$ cat src/hjr_consts.svh
`ifndef HJR_CONSTS_SVH
`define HJR_CONSTS_SVH
`define HJR_ADDR_EN1 8'h1D
`define HJR_ADDR_EN2 8'h1E
`define HJR_ADDR_RSVD 8'h1F
`define HJR_ADDR_CLKFLEX 8'h66
`define HJR_EN2_RESET 8'h01
`define HJR_RSVD_VALUE 8'h00
`define HJR_CLKFLEX_RESET 8'h00
`define HJR_CLKFLEX_KEY 8'hF1
`define HJR_READ_NONE 8'h00
`define HJR_CLK_KHZ 20000
`define HJR_POLL_FAST_MS 333
`define HJR_POLL_SLOW_MS 2000
`define HJR_SLEW_STEP_US 1000
`define HJR_I2C_ACK_BIT 4'h8
`define HJR_I2C_LAST_BIT 4'h7
`define HJR_I2C_START_CNT 4'hF
`define HJR_DEV_ADDR 7'h40
`endif

$ cat src/hjr_pkg.sv
package hjr_pkg;
  // automatic-mode selector encodings
  typedef enum logic [1:0] {
    hjr_manual = 2'b00,
    hjr_auto_gated = 2'b01,
    hjr_auto_free = 2'b10,
    hjr_invalid = 2'b11
  } hjr_mode_e;
  // field layout of the second enable register, msb first
  typedef struct packed {
    logic left;
    logic right;
    logic slew_dis;
    logic perf;
    logic fast;
    logic thr;
    hjr_mode_e mode;
  } hjr_en2_s;
  // one register write from the serial port
  typedef struct packed {
    logic wr;
    logic [7:0] addr;
    logic [7:0] wdata;
  } hjr_wr_s;
  // serial port byte phases
  typedef enum logic [2:0] {
    hjr_idle = 3'b000,
    hjr_dev = 3'b001,
    hjr_ptr = 3'b010,
    hjr_wdat = 3'b011,
    hjr_rdat = 3'b100
  } hjr_i2c_e;
endpackage : hjr_pkg

$ cat src/hjr_regs.sv
`timescale 1ns/1ps
`include "hjr_consts.svh"
module hjr_regs #(
  parameter int GW = 6,
  parameter int POLL_FAST_CYC = `HJR_POLL_FAST_MS * `HJR_CLK_KHZ,
  parameter int POLL_SLOW_CYC = `HJR_POLL_SLOW_MS * `HJR_CLK_KHZ,
  parameter int SLEW_STEP_CYC = `HJR_SLEW_STEP_US * `HJR_CLK_KHZ / 1000,
  parameter logic [6:0] DEV_ADDR = `HJR_DEV_ADDR
) (
  input wire logic clk,
  input wire logic rst_b,
  input wire logic scl_i,
  input wire logic sda_i,
  output logic sda_o,
  output logic sda_oe,
  input wire logic power_down_control,
  input wire logic sleep_ctrl,
  input wire logic switch_broken,
  input wire logic jack_switch_contact,
  input wire logic det_done,
  input wire logic det_left,
  input wire logic det_right,
  input wire logic [GW-1:0] vol_target,
  output logic left_channel_enable,
  output logic right_channel_enable,
  output logic [GW-1:0] hp_gain,
  output logic supply_threshold_select,
  output logic jack_poll,
  output logic jack_event,
  output logic det_start,
  output logic low_power,
  output logic en1_read_only,
  output logic clock_set_unlocked
);
  hjr_pkg::hjr_en2_s en2_q;
  hjr_pkg::hjr_wr_s wr;
  logic [7:0] clkflex_q;
  logic [7:0] rd_addr;
  logic [7:0] rd_data;
  logic [1:0] jack_s_q;
  logic jack_p_q;
  logic pdc_p_q;
  logic [31:0] poll_cnt_q;
  logic [31:0] poll_lim;
  logic auto_mode;
  logic want_l;
  logic want_r;
  logic ramp_busy;
  logic [GW-1:0] gain;
  logic left_q;
  logic right_q;

  // every count must be at least one cycle
  if (POLL_FAST_CYC < 1 || POLL_SLOW_CYC < 1 || SLEW_STEP_CYC < 1 || GW < 1) begin : g_chk
    $error("hjr_regs: bad parameters");
  end

  // true when an address hits the given register
  function automatic logic hit(input logic [7:0] a, input logic [7:0] reg_addr);
    hit = (a == reg_addr);
  endfunction : hit

  // serial control port
  hjr_i2c_port #(
    .DEV_ADDR(DEV_ADDR)
  ) u_port (
    .clk(clk),
    .rst_b(rst_b),
    .scl_i(scl_i),
    .sda_i(sda_i),
    .sda_o(sda_o),
    .sda_oe(sda_oe),
    .wr(wr),
    .rd_addr(rd_addr),
    .rd_data(rd_data)
  );

  // both automatic encodings lock the enable bits; 11 is treated like them
  assign auto_mode = (en2_q.mode != hjr_pkg::hjr_manual);

  // what the device chooses in automatic mode
  always_comb begin
    want_l = 1'b0;
    want_r = 1'b0;
    case (en2_q.mode)
      hjr_pkg::hjr_auto_gated: begin
        if (!sleep_ctrl && power_down_control && det_done) begin
          want_l = det_left;
          want_r = det_right;
        end
      end
      hjr_pkg::hjr_auto_free: begin
        if (det_done) begin
          want_l = det_left;
          want_r = det_right;
        end
      end
      hjr_pkg::hjr_invalid: begin
        want_l = en2_q.left; // undefined encoding: hold what is there
        want_r = en2_q.right;
      end
      default: begin
        want_l = en2_q.left;
        want_r = en2_q.right;
      end
    endcase
  end

  // channel enables: host bits in manual, device status in the two automatic modes, held in 11
  always_ff @(posedge clk or negedge rst_b) begin
    if (!rst_b) begin
      en2_q.left <= 1'b0;
      en2_q.right <= 1'b0;
    end else if (auto_mode) begin
      en2_q.left <= want_l;
      en2_q.right <= want_r;
    end else if (wr.wr && hit(wr.addr, `HJR_ADDR_EN2)) begin
      en2_q.left <= wr.wdata[7];
      en2_q.right <= wr.wdata[6];
    end
  end

  // the other fields of the second enable register stay writable in every mode
  always_ff @(posedge clk or negedge rst_b) begin
    if (!rst_b) begin
      en2_q.slew_dis <= 1'b0;
      en2_q.perf <= 1'b0;
      en2_q.fast <= 1'b0;
      en2_q.thr <= 1'b0;
      en2_q.mode <= hjr_pkg::hjr_mode_e'(2'(`HJR_EN2_RESET));
    end else if (wr.wr && hit(wr.addr, `HJR_ADDR_EN2)) begin
      en2_q.slew_dis <= wr.wdata[5];
      en2_q.perf <= wr.wdata[4];
      en2_q.fast <= wr.wdata[3];
      en2_q.thr <= wr.wdata[2];
      en2_q.mode <= hjr_pkg::hjr_mode_e'(wr.wdata[1:0]);
    end
  end

  // clock unlock register; a plain store, the key is judged downstream
  always_ff @(posedge clk or negedge rst_b) begin
    if (!rst_b) begin
      clkflex_q <= `HJR_CLKFLEX_RESET;
    end else if (wr.wr && hit(wr.addr, `HJR_ADDR_CLKFLEX)) begin
      clkflex_q <= wr.wdata;
    end
  end

  assign clock_set_unlocked = (clkflex_q == `HJR_CLKFLEX_KEY);

  // read mux; unmapped addresses answer zero since the serial port has no error reply
  always_comb begin
    if (hit(rd_addr, `HJR_ADDR_EN2)) begin
      rd_data = en2_q;
    end else if (hit(rd_addr, `HJR_ADDR_RSVD)) begin
      rd_data = `HJR_RSVD_VALUE;
    end else if (hit(rd_addr, `HJR_ADDR_CLKFLEX)) begin
      rd_data = clkflex_q;
    end else begin
      rd_data = `HJR_READ_NONE;
    end
  end

  // the first enable register lives elsewhere; tell it when it is locked
  always_ff @(posedge clk or negedge rst_b) begin
    if (!rst_b) begin
      en1_read_only <= 1'b0;
    end else begin
      en1_read_only <= auto_mode;
    end
  end

  // low power only in the gated automatic mode with shutdown held low
  always_ff @(posedge clk or negedge rst_b) begin
    if (!rst_b) begin
      low_power <= 1'b0;
    end else begin
      low_power <= (en2_q.mode == hjr_pkg::hjr_auto_gated) && !power_down_control;
    end
  end

  // detection kicks off on the rising edge of the shutdown control
  always_ff @(posedge clk or negedge rst_b) begin
    if (!rst_b) begin
      pdc_p_q <= 1'b0;
      det_start <= 1'b0;
    end else begin
      pdc_p_q <= power_down_control;
      det_start <= power_down_control & ~pdc_p_q;
    end
  end

  // jack switch is a pin: two flops, then an edge detector on the second
  always_ff @(posedge clk or negedge rst_b) begin
    if (!rst_b) begin
      jack_s_q <= 2'h0;
      jack_p_q <= 1'b0;
    end else begin
      jack_s_q <= {jack_s_q[0], jack_switch_contact};
      jack_p_q <= jack_s_q[1];
    end
  end

  // a working switch reports insertion or removal at once
  always_ff @(posedge clk or negedge rst_b) begin
    if (!rst_b) begin
      jack_event <= 1'b0;
    end else begin
      jack_event <= !switch_broken && (jack_s_q[1] != jack_p_q);
    end
  end

  // polling interval follows the speed bit
  assign poll_lim = en2_q.fast ? 32'(POLL_FAST_CYC) : 32'(POLL_SLOW_CYC);

  // periodic polls only while the switch is broken; >= copes with a speed
  // change that lands past the new, shorter limit
  always_ff @(posedge clk or negedge rst_b) begin
    if (!rst_b) begin
      poll_cnt_q <= 32'h0;
      jack_poll <= 1'b0;
    end else if (!switch_broken) begin
      poll_cnt_q <= 32'h0;
      jack_poll <= 1'b0;
    end else if (poll_cnt_q >= poll_lim - 32'h1) begin
      poll_cnt_q <= 32'h0;
      jack_poll <= 1'b1;
    end else begin
      poll_cnt_q <= poll_cnt_q + 32'h1;
      jack_poll <= 1'b0;
    end
  end

  // volume ramp shared by both channels
  hjr_slew #(
    .GW(GW),
    .STEP_CYC(SLEW_STEP_CYC)
  ) u_slew (
    .clk(clk),
    .rst_b(rst_b),
    .on(en2_q.left | en2_q.right),
    .slew_dis(en2_q.slew_dis),
    .target(vol_target),
    .gain_q(gain),
    .busy(ramp_busy)
  );

  // once both bits are clear, a channel stays on until the ramp reaches minimum,
  // so turn-off is heard as a fade and not a click
  always_ff @(posedge clk or negedge rst_b) begin
    if (!rst_b) begin
      left_q <= 1'b0;
      right_q <= 1'b0;
    end else begin
      left_q <= en2_q.left | (left_q & ramp_busy);
      right_q <= en2_q.right | (right_q & ramp_busy);
    end
  end

  assign left_channel_enable = left_q;
  assign right_channel_enable = right_q;
  assign hp_gain = gain;

  // class-G threshold goes straight to the supply switch
  always_ff @(posedge clk or negedge rst_b) begin
    if (!rst_b) begin
      supply_threshold_select <= 1'b0;
    end else begin
      supply_threshold_select <= en2_q.thr;
    end
  end
endmodule : hjr_regs

$ cat src/hjr_i2c_port.sv
`timescale 1ns/1ps
`include "hjr_consts.svh"
module hjr_i2c_port #(
  parameter logic [6:0] DEV_ADDR = `HJR_DEV_ADDR
) (
  input wire logic clk,
  input wire logic rst_b,
  input wire logic scl_i,
  input wire logic sda_i,
  output logic sda_o,
  output logic sda_oe,
  output hjr_pkg::hjr_wr_s wr,
  output logic [7:0] rd_addr,
  input wire logic [7:0] rd_data
);
  logic [1:0] scl_s_q;
  logic [1:0] sda_s_q;
  logic scl_p_q;
  logic sda_p_q;
  hjr_pkg::hjr_i2c_e st_q;
  logic [3:0] cnt_q;
  logic [7:0] sr_q;
  logic [7:0] ptr_q;
  logic [7:0] tx_q;
  logic ack_q;
  logic rise;
  logic fall;
  logic start;
  logic stop;

  // pins pass two flops; edges are judged on the second stage only
  always_ff @(posedge clk or negedge rst_b) begin
    if (!rst_b) begin
      scl_s_q <= 2'h3;
      sda_s_q <= 2'h3;
      scl_p_q <= 1'b1;
      sda_p_q <= 1'b1;
    end else begin
      scl_s_q <= {scl_s_q[0], scl_i};
      sda_s_q <= {sda_s_q[0], sda_i};
      scl_p_q <= scl_s_q[1];
      sda_p_q <= sda_s_q[1];
    end
  end

  assign rise = scl_s_q[1] & ~scl_p_q;
  assign fall = ~scl_s_q[1] & scl_p_q;
  assign start = scl_s_q[1] & scl_p_q & sda_p_q & ~sda_s_q[1];
  assign stop = scl_s_q[1] & scl_p_q & ~sda_p_q & sda_s_q[1];

  // byte engine: device address, register pointer, then data with auto-increment
  always_ff @(posedge clk or negedge rst_b) begin
    if (!rst_b) begin
      st_q <= hjr_pkg::hjr_idle;
      cnt_q <= 4'h0;
      sr_q <= 8'h00;
      ptr_q <= 8'h00;
      tx_q <= 8'h00;
      ack_q <= 1'b0;
      wr <= '0;
    end else begin
      wr.wr <= 1'b0;
      if (start) begin
        st_q <= hjr_pkg::hjr_dev;
        // the scl fall that closes the start is not a data bit; it wraps the count to zero
        cnt_q <= `HJR_I2C_START_CNT;
        ack_q <= 1'b0;
      end else if (stop) begin
        st_q <= hjr_pkg::hjr_idle;
        ack_q <= 1'b0;
      end else if (rise && st_q != hjr_pkg::hjr_idle) begin
        if (cnt_q < `HJR_I2C_ACK_BIT) begin
          sr_q <= {sr_q[6:0], sda_s_q[1]};
        end else if (st_q == hjr_pkg::hjr_rdat && sda_s_q[1]) begin
          st_q <= hjr_pkg::hjr_idle; // master nack ends the read
        end
      end else if (fall && st_q != hjr_pkg::hjr_idle) begin
        if (cnt_q == `HJR_I2C_LAST_BIT) begin
          cnt_q <= `HJR_I2C_ACK_BIT;
          case (st_q)
            hjr_pkg::hjr_dev: ack_q <= (sr_q[7:1] == DEV_ADDR);
            hjr_pkg::hjr_ptr: begin
              ack_q <= 1'b1;
              ptr_q <= sr_q;
            end
            hjr_pkg::hjr_wdat: begin
              ack_q <= 1'b1;
              wr.wr <= 1'b1;
              wr.addr <= ptr_q;
              wr.wdata <= sr_q;
              ptr_q <= ptr_q + 8'h01;
            end
            default: ack_q <= 1'b0;
          endcase
        end else if (cnt_q == `HJR_I2C_ACK_BIT) begin
          cnt_q <= 4'h0;
          ack_q <= 1'b0;
          case (st_q)
            hjr_pkg::hjr_dev: begin
              if (!ack_q) begin
                st_q <= hjr_pkg::hjr_idle;
              end else if (sr_q[0]) begin
                st_q <= hjr_pkg::hjr_rdat;
                tx_q <= rd_data;
                ptr_q <= ptr_q + 8'h01;
              end else begin
                st_q <= hjr_pkg::hjr_ptr;
              end
            end
            hjr_pkg::hjr_ptr: st_q <= hjr_pkg::hjr_wdat;
            hjr_pkg::hjr_rdat: begin
              tx_q <= rd_data;
              ptr_q <= ptr_q + 8'h01;
            end
            default: st_q <= st_q;
          endcase
        end else begin
          cnt_q <= cnt_q + 4'h1;
          if (st_q == hjr_pkg::hjr_rdat) begin
            tx_q <= {tx_q[6:0], 1'b0};
          end
        end
      end
    end
  end

  // open drain: only ever pull low
  assign sda_o = 1'b0;
  assign sda_oe = ack_q | (st_q == hjr_pkg::hjr_rdat && cnt_q < `HJR_I2C_ACK_BIT && !tx_q[7]);
  assign rd_addr = ptr_q;
endmodule : hjr_i2c_port

$ cat src/hjr_slew.sv
`timescale 1ns/1ps
module hjr_slew #(
  parameter int GW = 6,
  parameter int STEP_CYC = 20000
) (
  input wire logic clk,
  input wire logic rst_b,
  input wire logic on,
  input wire logic slew_dis,
  input wire logic [GW-1:0] target,
  output logic [GW-1:0] gain_q,
  output logic busy
);
  logic [31:0] tick_q;
  logic [GW-1:0] goal;
  logic step;

  if (STEP_CYC < 1 || GW < 1) begin : g_chk
    $error("hjr_slew: bad parameters");
  end

  // off means the minimum setting
  assign goal = on ? target : '0;
  assign step = (tick_q == 32'(STEP_CYC - 1));
  assign busy = (gain_q != goal);

  // free-running step timer paces each gain step
  always_ff @(posedge clk or negedge rst_b) begin
    if (!rst_b) begin
      tick_q <= 32'h0;
    end else if (step) begin
      tick_q <= 32'h0;
    end else begin
      tick_q <= tick_q + 32'h1;
    end
  end

  // one step per tick through every intermediate value, or jump when disabled
  always_ff @(posedge clk or negedge rst_b) begin
    if (!rst_b) begin
      gain_q <= '0;
    end else if (slew_dis) begin
      gain_q <= goal;
    end else if (step && gain_q < goal) begin
      gain_q <= gain_q + GW'(1);
    end else if (step && gain_q > goal) begin
      gain_q <= gain_q - GW'(1);
    end
  end
endmodule : hjr_slew

$ cat config.mk
export PLATFORM = sky130hd
export DESIGN_NAME = hjr_regs
export DESIGN_NICKNAME = d
export VERILOG_FILES = /design/src/hjr_pkg.sv /design/src/hjr_regs.sv /design/src/hjr_i2c_port.sv /design/src/hjr_slew.sv
export VERILOG_INCLUDE_DIRS = /design/src
export SDC_FILE = /design/constraint.sdc
export NUM_CORES = 1
export LEC_CHECK = 0
export BUFFER_PORTS_ARGS = -buffer_cell sky130_fd_sc_hd__buf_2
export CAP_MARGIN = 20
export CORE_UTILIZATION = 30
export CTS_CLUSTER_DIAMETER = 80
export DETAILED_ROUTE_END_ITERATION = 16
export GPL_ROUTABILITY_DRIVEN = 0
export PLACE_DENSITY = 0.52
export SYNTH_ARGS = -nofsm -noshare
export SYNTH_HDL_FRONTEND = slang
export SYNTH_SLANG_ARGS = --single-unit
$ cat constraint.sdc
create_clock -name clk -period 2.95 [get_ports clk]
set_clock_uncertainty 0.05 [all_clocks]
set_input_delay 0.4425 -clock clk [delete_from_list [all_inputs] [get_ports clk]]
set_output_delay 0.4425 -clock clk [all_outputs]
set_load 0.05 [all_outputs]
==> results.md <==
- Count leader, synth: dfrtp_1
- Worst setup SP type: register
- Core area: 24500 um2
- Worst vdd ir: 0.385 mV
- RSZ-0062 raised after global routing: true
- Via count: 5440
- Sink Count: 153
- Post-Synthesis Cell Area: 7510 um2
- Slew Limit Fails: 0
- Initial DRC Count: 305
- CP Capture Type: register
- CP Max Fanout: 4
- Setup WS post-layout: -232 ps
- CP max-delay cell: or4b_1
- Reg2reg path depth: 12
- Hold Path Depth: 1
- CTS tree: done
- Power per cell area: 501 nW/um2
- Routed vias/inst: 4.72
- N_diodes: 0
- Buf/Inv on CP: 1
- Post-synth cell types: 71
- IO Pins: 34
- Final critical-path required period: 3180 ps
- Worst reg2reg startpoint: u_slew.tick_q[15]
- Min-Delay Path Class: in -> reg
- Synth Flop Type: dfrtp_1
- Final #Nets: 860
- Mean Syn Cell Area: 10.6 um2
- Area Overhead vs Synth: 23.0%
- CP cell instances: or4b_1 > or4_4 > nor4_4 > nand2_2 > buf_4 > ha_1 > o21ai_0 > o21bai_1 > a21oi_2 > xor2_1 > and3b_2 > o31a_1
- TritonRoute pass-1 iters: 4
- Fmax achieved: 0.314 GHz
- Global-route wire length before repair: 27900 um
- Port Buffer Count: 32
- Top delay family on crit path: simple AND/OR/NAND/NOR gates
- DRT Wirelength: 16100 um
- Die ar.: 25700 um2
- Initial core utilization: 30.7%
- Synth cell count leaders: 146 x dfrtp_1, 71 x nand2_1, 59 x nor2_1
- Setup CP Type: reg -> reg
- Failing checks: negative setup slack
- Tightest Pin Transition: 679 ps
- Vias in the first global route: 5535
- FP Rows: 57
- Final Cycle Share: 108%
- Crit path largest cell delay: 510 ps
- Required @ worst endpoint: 3200 ps
- Initial antenna violation count: 0
- Cts bufs inserted: 17
- Clock Pin Slew Worst Setup and Hold Paths: 60 ps
- Mapped Cells: 708
- Number of synthesized flops with an enable pin: 0
- CTS max path bufs: 2
- Number of setup violations in the final report: 3
- Seq/Total Area, Yosys: 51.1%
- Number of synthesized register bits: 153
- Number of H-tree levels: 4
- CTS Root Cell: clkbuf_16
- Async S/R FF share, synth: 100%
- Layout cells sized above 1: 24.0%
- WP data arrival: 3430 ps
- WL/cell: 14.0 um
- Clock latency on the worst-skew pair: 430 ps
- Largest cells by area after synthesis: dfrtp_1 49%, mux2_2 5.4%, xnor2_1 4.5%
- Slew Limit Headroom: 54.6%
- DP Wirelength: 11500 um
- HP Start: scl_i
- WHS Endpoint: u_port.scl_s_q[0]
- Largest net degree at the start of global routing: 63
- Setup TNS: -366 ps
- R2r setup slk: -230 ps
- Post-route ant nets: 0
- Grt total ovfl: 0
- Fillers: 2388
- Max Cap Violations: 0
- Leading area contributor after synthesis: dfrtp_1
- Status: finished, violations left
- Yosys top cell area share: 48.7%
- Leak: 4.21 nW
- Terminus of the critical flop-to-flop path: u_slew.gain_q[5]
- Fin. Hold Viols: 0
- Pre-CTS setup slack: -358 ps
- Ys Warns: 0
- Residual DRC: 0
- All-Layer GR Usage: 13.6%
- Die H: 160 um
- Die W: 160 um
## worst max path at each step
stage / startpoint / end / slack, ps / depth (start not counted)
floorplan: u_slew.tick_q[15] / u_slew.gain_q[5] / -180 / 11
global placement: u_slew.tick_q[15] / u_slew.gain_q[5] / -290 / 11
detailed placement: u_slew.tick_q[15] / u_slew.gain_q[5] / -360 / 11
CTS: u_slew.tick_q[15] / u_slew.gain_q[5] / -180 / 11
global route: u_slew.tick_q[13] / u_slew.gain_q[5] / -380 / 11
finish: u_slew.tick_q[15] / u_slew.gain_q[5] / -230 / 12
## where the power goes
| group | switching [W] | internal, W | total, W |
|---|---|---|---|
| clock | 0.000865 | 0.00137 | 0.00224 |
| combinational | 0.000138 | 0.0000726 | 0.000211 |
| sequential | 0.0000409 | 0.00213 | 0.00217 |
| total | 0.00104 | 0.00358 | 0.00462 |
## through the flow
step | cell area [um2] | hold WS [ps] | total power, W | util [%] | instances
floorplan | 7550 | 96.9 | 0.00232 | - | 713
global placement | 8560 | 283 | 0.00243 | 35.0 | 1116
detailed placement | 8560 | 285 | 0.00243 | 35.0 | 1116
CTS | 9220 | 43.3 | 0.00470 | 37.7 | 1152
global route | 9240 | 43.1 | 0.00481 | 37.8 | 1153
finish | 9240 | 56.7 | 0.00462 | 37.8 | 1153
## timing repair
action,4_1_cts,5_1_grt
hold endpoints to repair,59,0
pin swaps,3,6
resized for setup,6,5
setup endpoints to repair,4,5
hold buffers,1,0
buffers inserted,3,2
## routing by layer
metal | vias to the layer above | part of all wire (%) | GRT usage [%]
li1 | 2739 | - | -
met1 | 2629 | 50 | 18.2
met2 | 61 | 47 | 22.0
met3 | 11 | 2.3 | 2.68
met4 | 0 | 1.1 | 4.55
met5 | - | 0 | 0
## final cells by class
type / instances / area [um2] / share of cell area (%)
clock buffer: 21 / 460 / 4.98
clock inverter: 11 / 145 / 1.57
inverter: 18 / 67.6 / 0.731
multi-input combinational: 523 / 3590 / 38.9
sequential: 153 / 3840 / 41.5
tap: 324 / 405 / 4.39
timing repair buffer: 103 / 731 / 7.91
## registers in the layout, summed over array words and instances (netlist names), 2 cells and up
name,count
u_port.scl_s_q,2
u_port.cnt_q,4
u_slew.tick_q,32
poll_cnt_q,32
jack_s_q,2
en2_q,8
u_port.sda_s_q,2
u_port.st_q,3
clkflex_q,8
u_port.tx_q,8
u_slew.gain_q,6
u_port.wr,17
u_port.rd_addr,8
u_port.sr_q,8
## placed cells by master (no fill, tap or decap), types with 4 or more instances in the layout
cell / netlist / routed
xor2_1: 21 / 21
and4_1: 5 / 5
xnor2_1: 39 / 39
mux2i_1: 4 / 4
nor3_1: 11 / 11
conb_1: 1 / 6
ha_1: 26 / 26
and3_1: 19 / 19
a21oi_1: 32 / 29
nor4_1: 9 / 8
dfstp_2: 7 / 7
nand3_1: 28 / 28
nand4_1: 15 / 15
mux2_2: 36 / 36
buf_4: 1 / 67
dfrtp_1: 146 / 146
o21ai_0: 24 / 21
and2_1: 6 / 6
buf_2: 0 / 31
nor2b_1: 11 / 11
a21o_1: 9 / 9
nand2_1: 71 / 70
nand2b_1: 6 / 6
inv_1: 18 / 18
nand3b_1: 4 / 4
nor4b_1: 4 / 4
o31ai_1: 12 / 12
nor2_1: 59 / 59
clkbuf_16: 0 / 17
a221oi_1: 7 / 7
## cell families after synthesis
kind of cell | Yosys count | synth area share, %
multiplexers | 40 | 5.93
AO/OA/AOI/OAI | 113 | 9.83
AND/OR/NAND/NOR | 277 | 19.6
adder cells (fa/ha/maj) | 27 | 4.60
other | 1 | 0.0499
XOR/XNOR | 60 | 7.00
buffers and inverters | 37 | 1.90
flip-flops | 153 | 51.1
(Power assumes the default switching activity.)
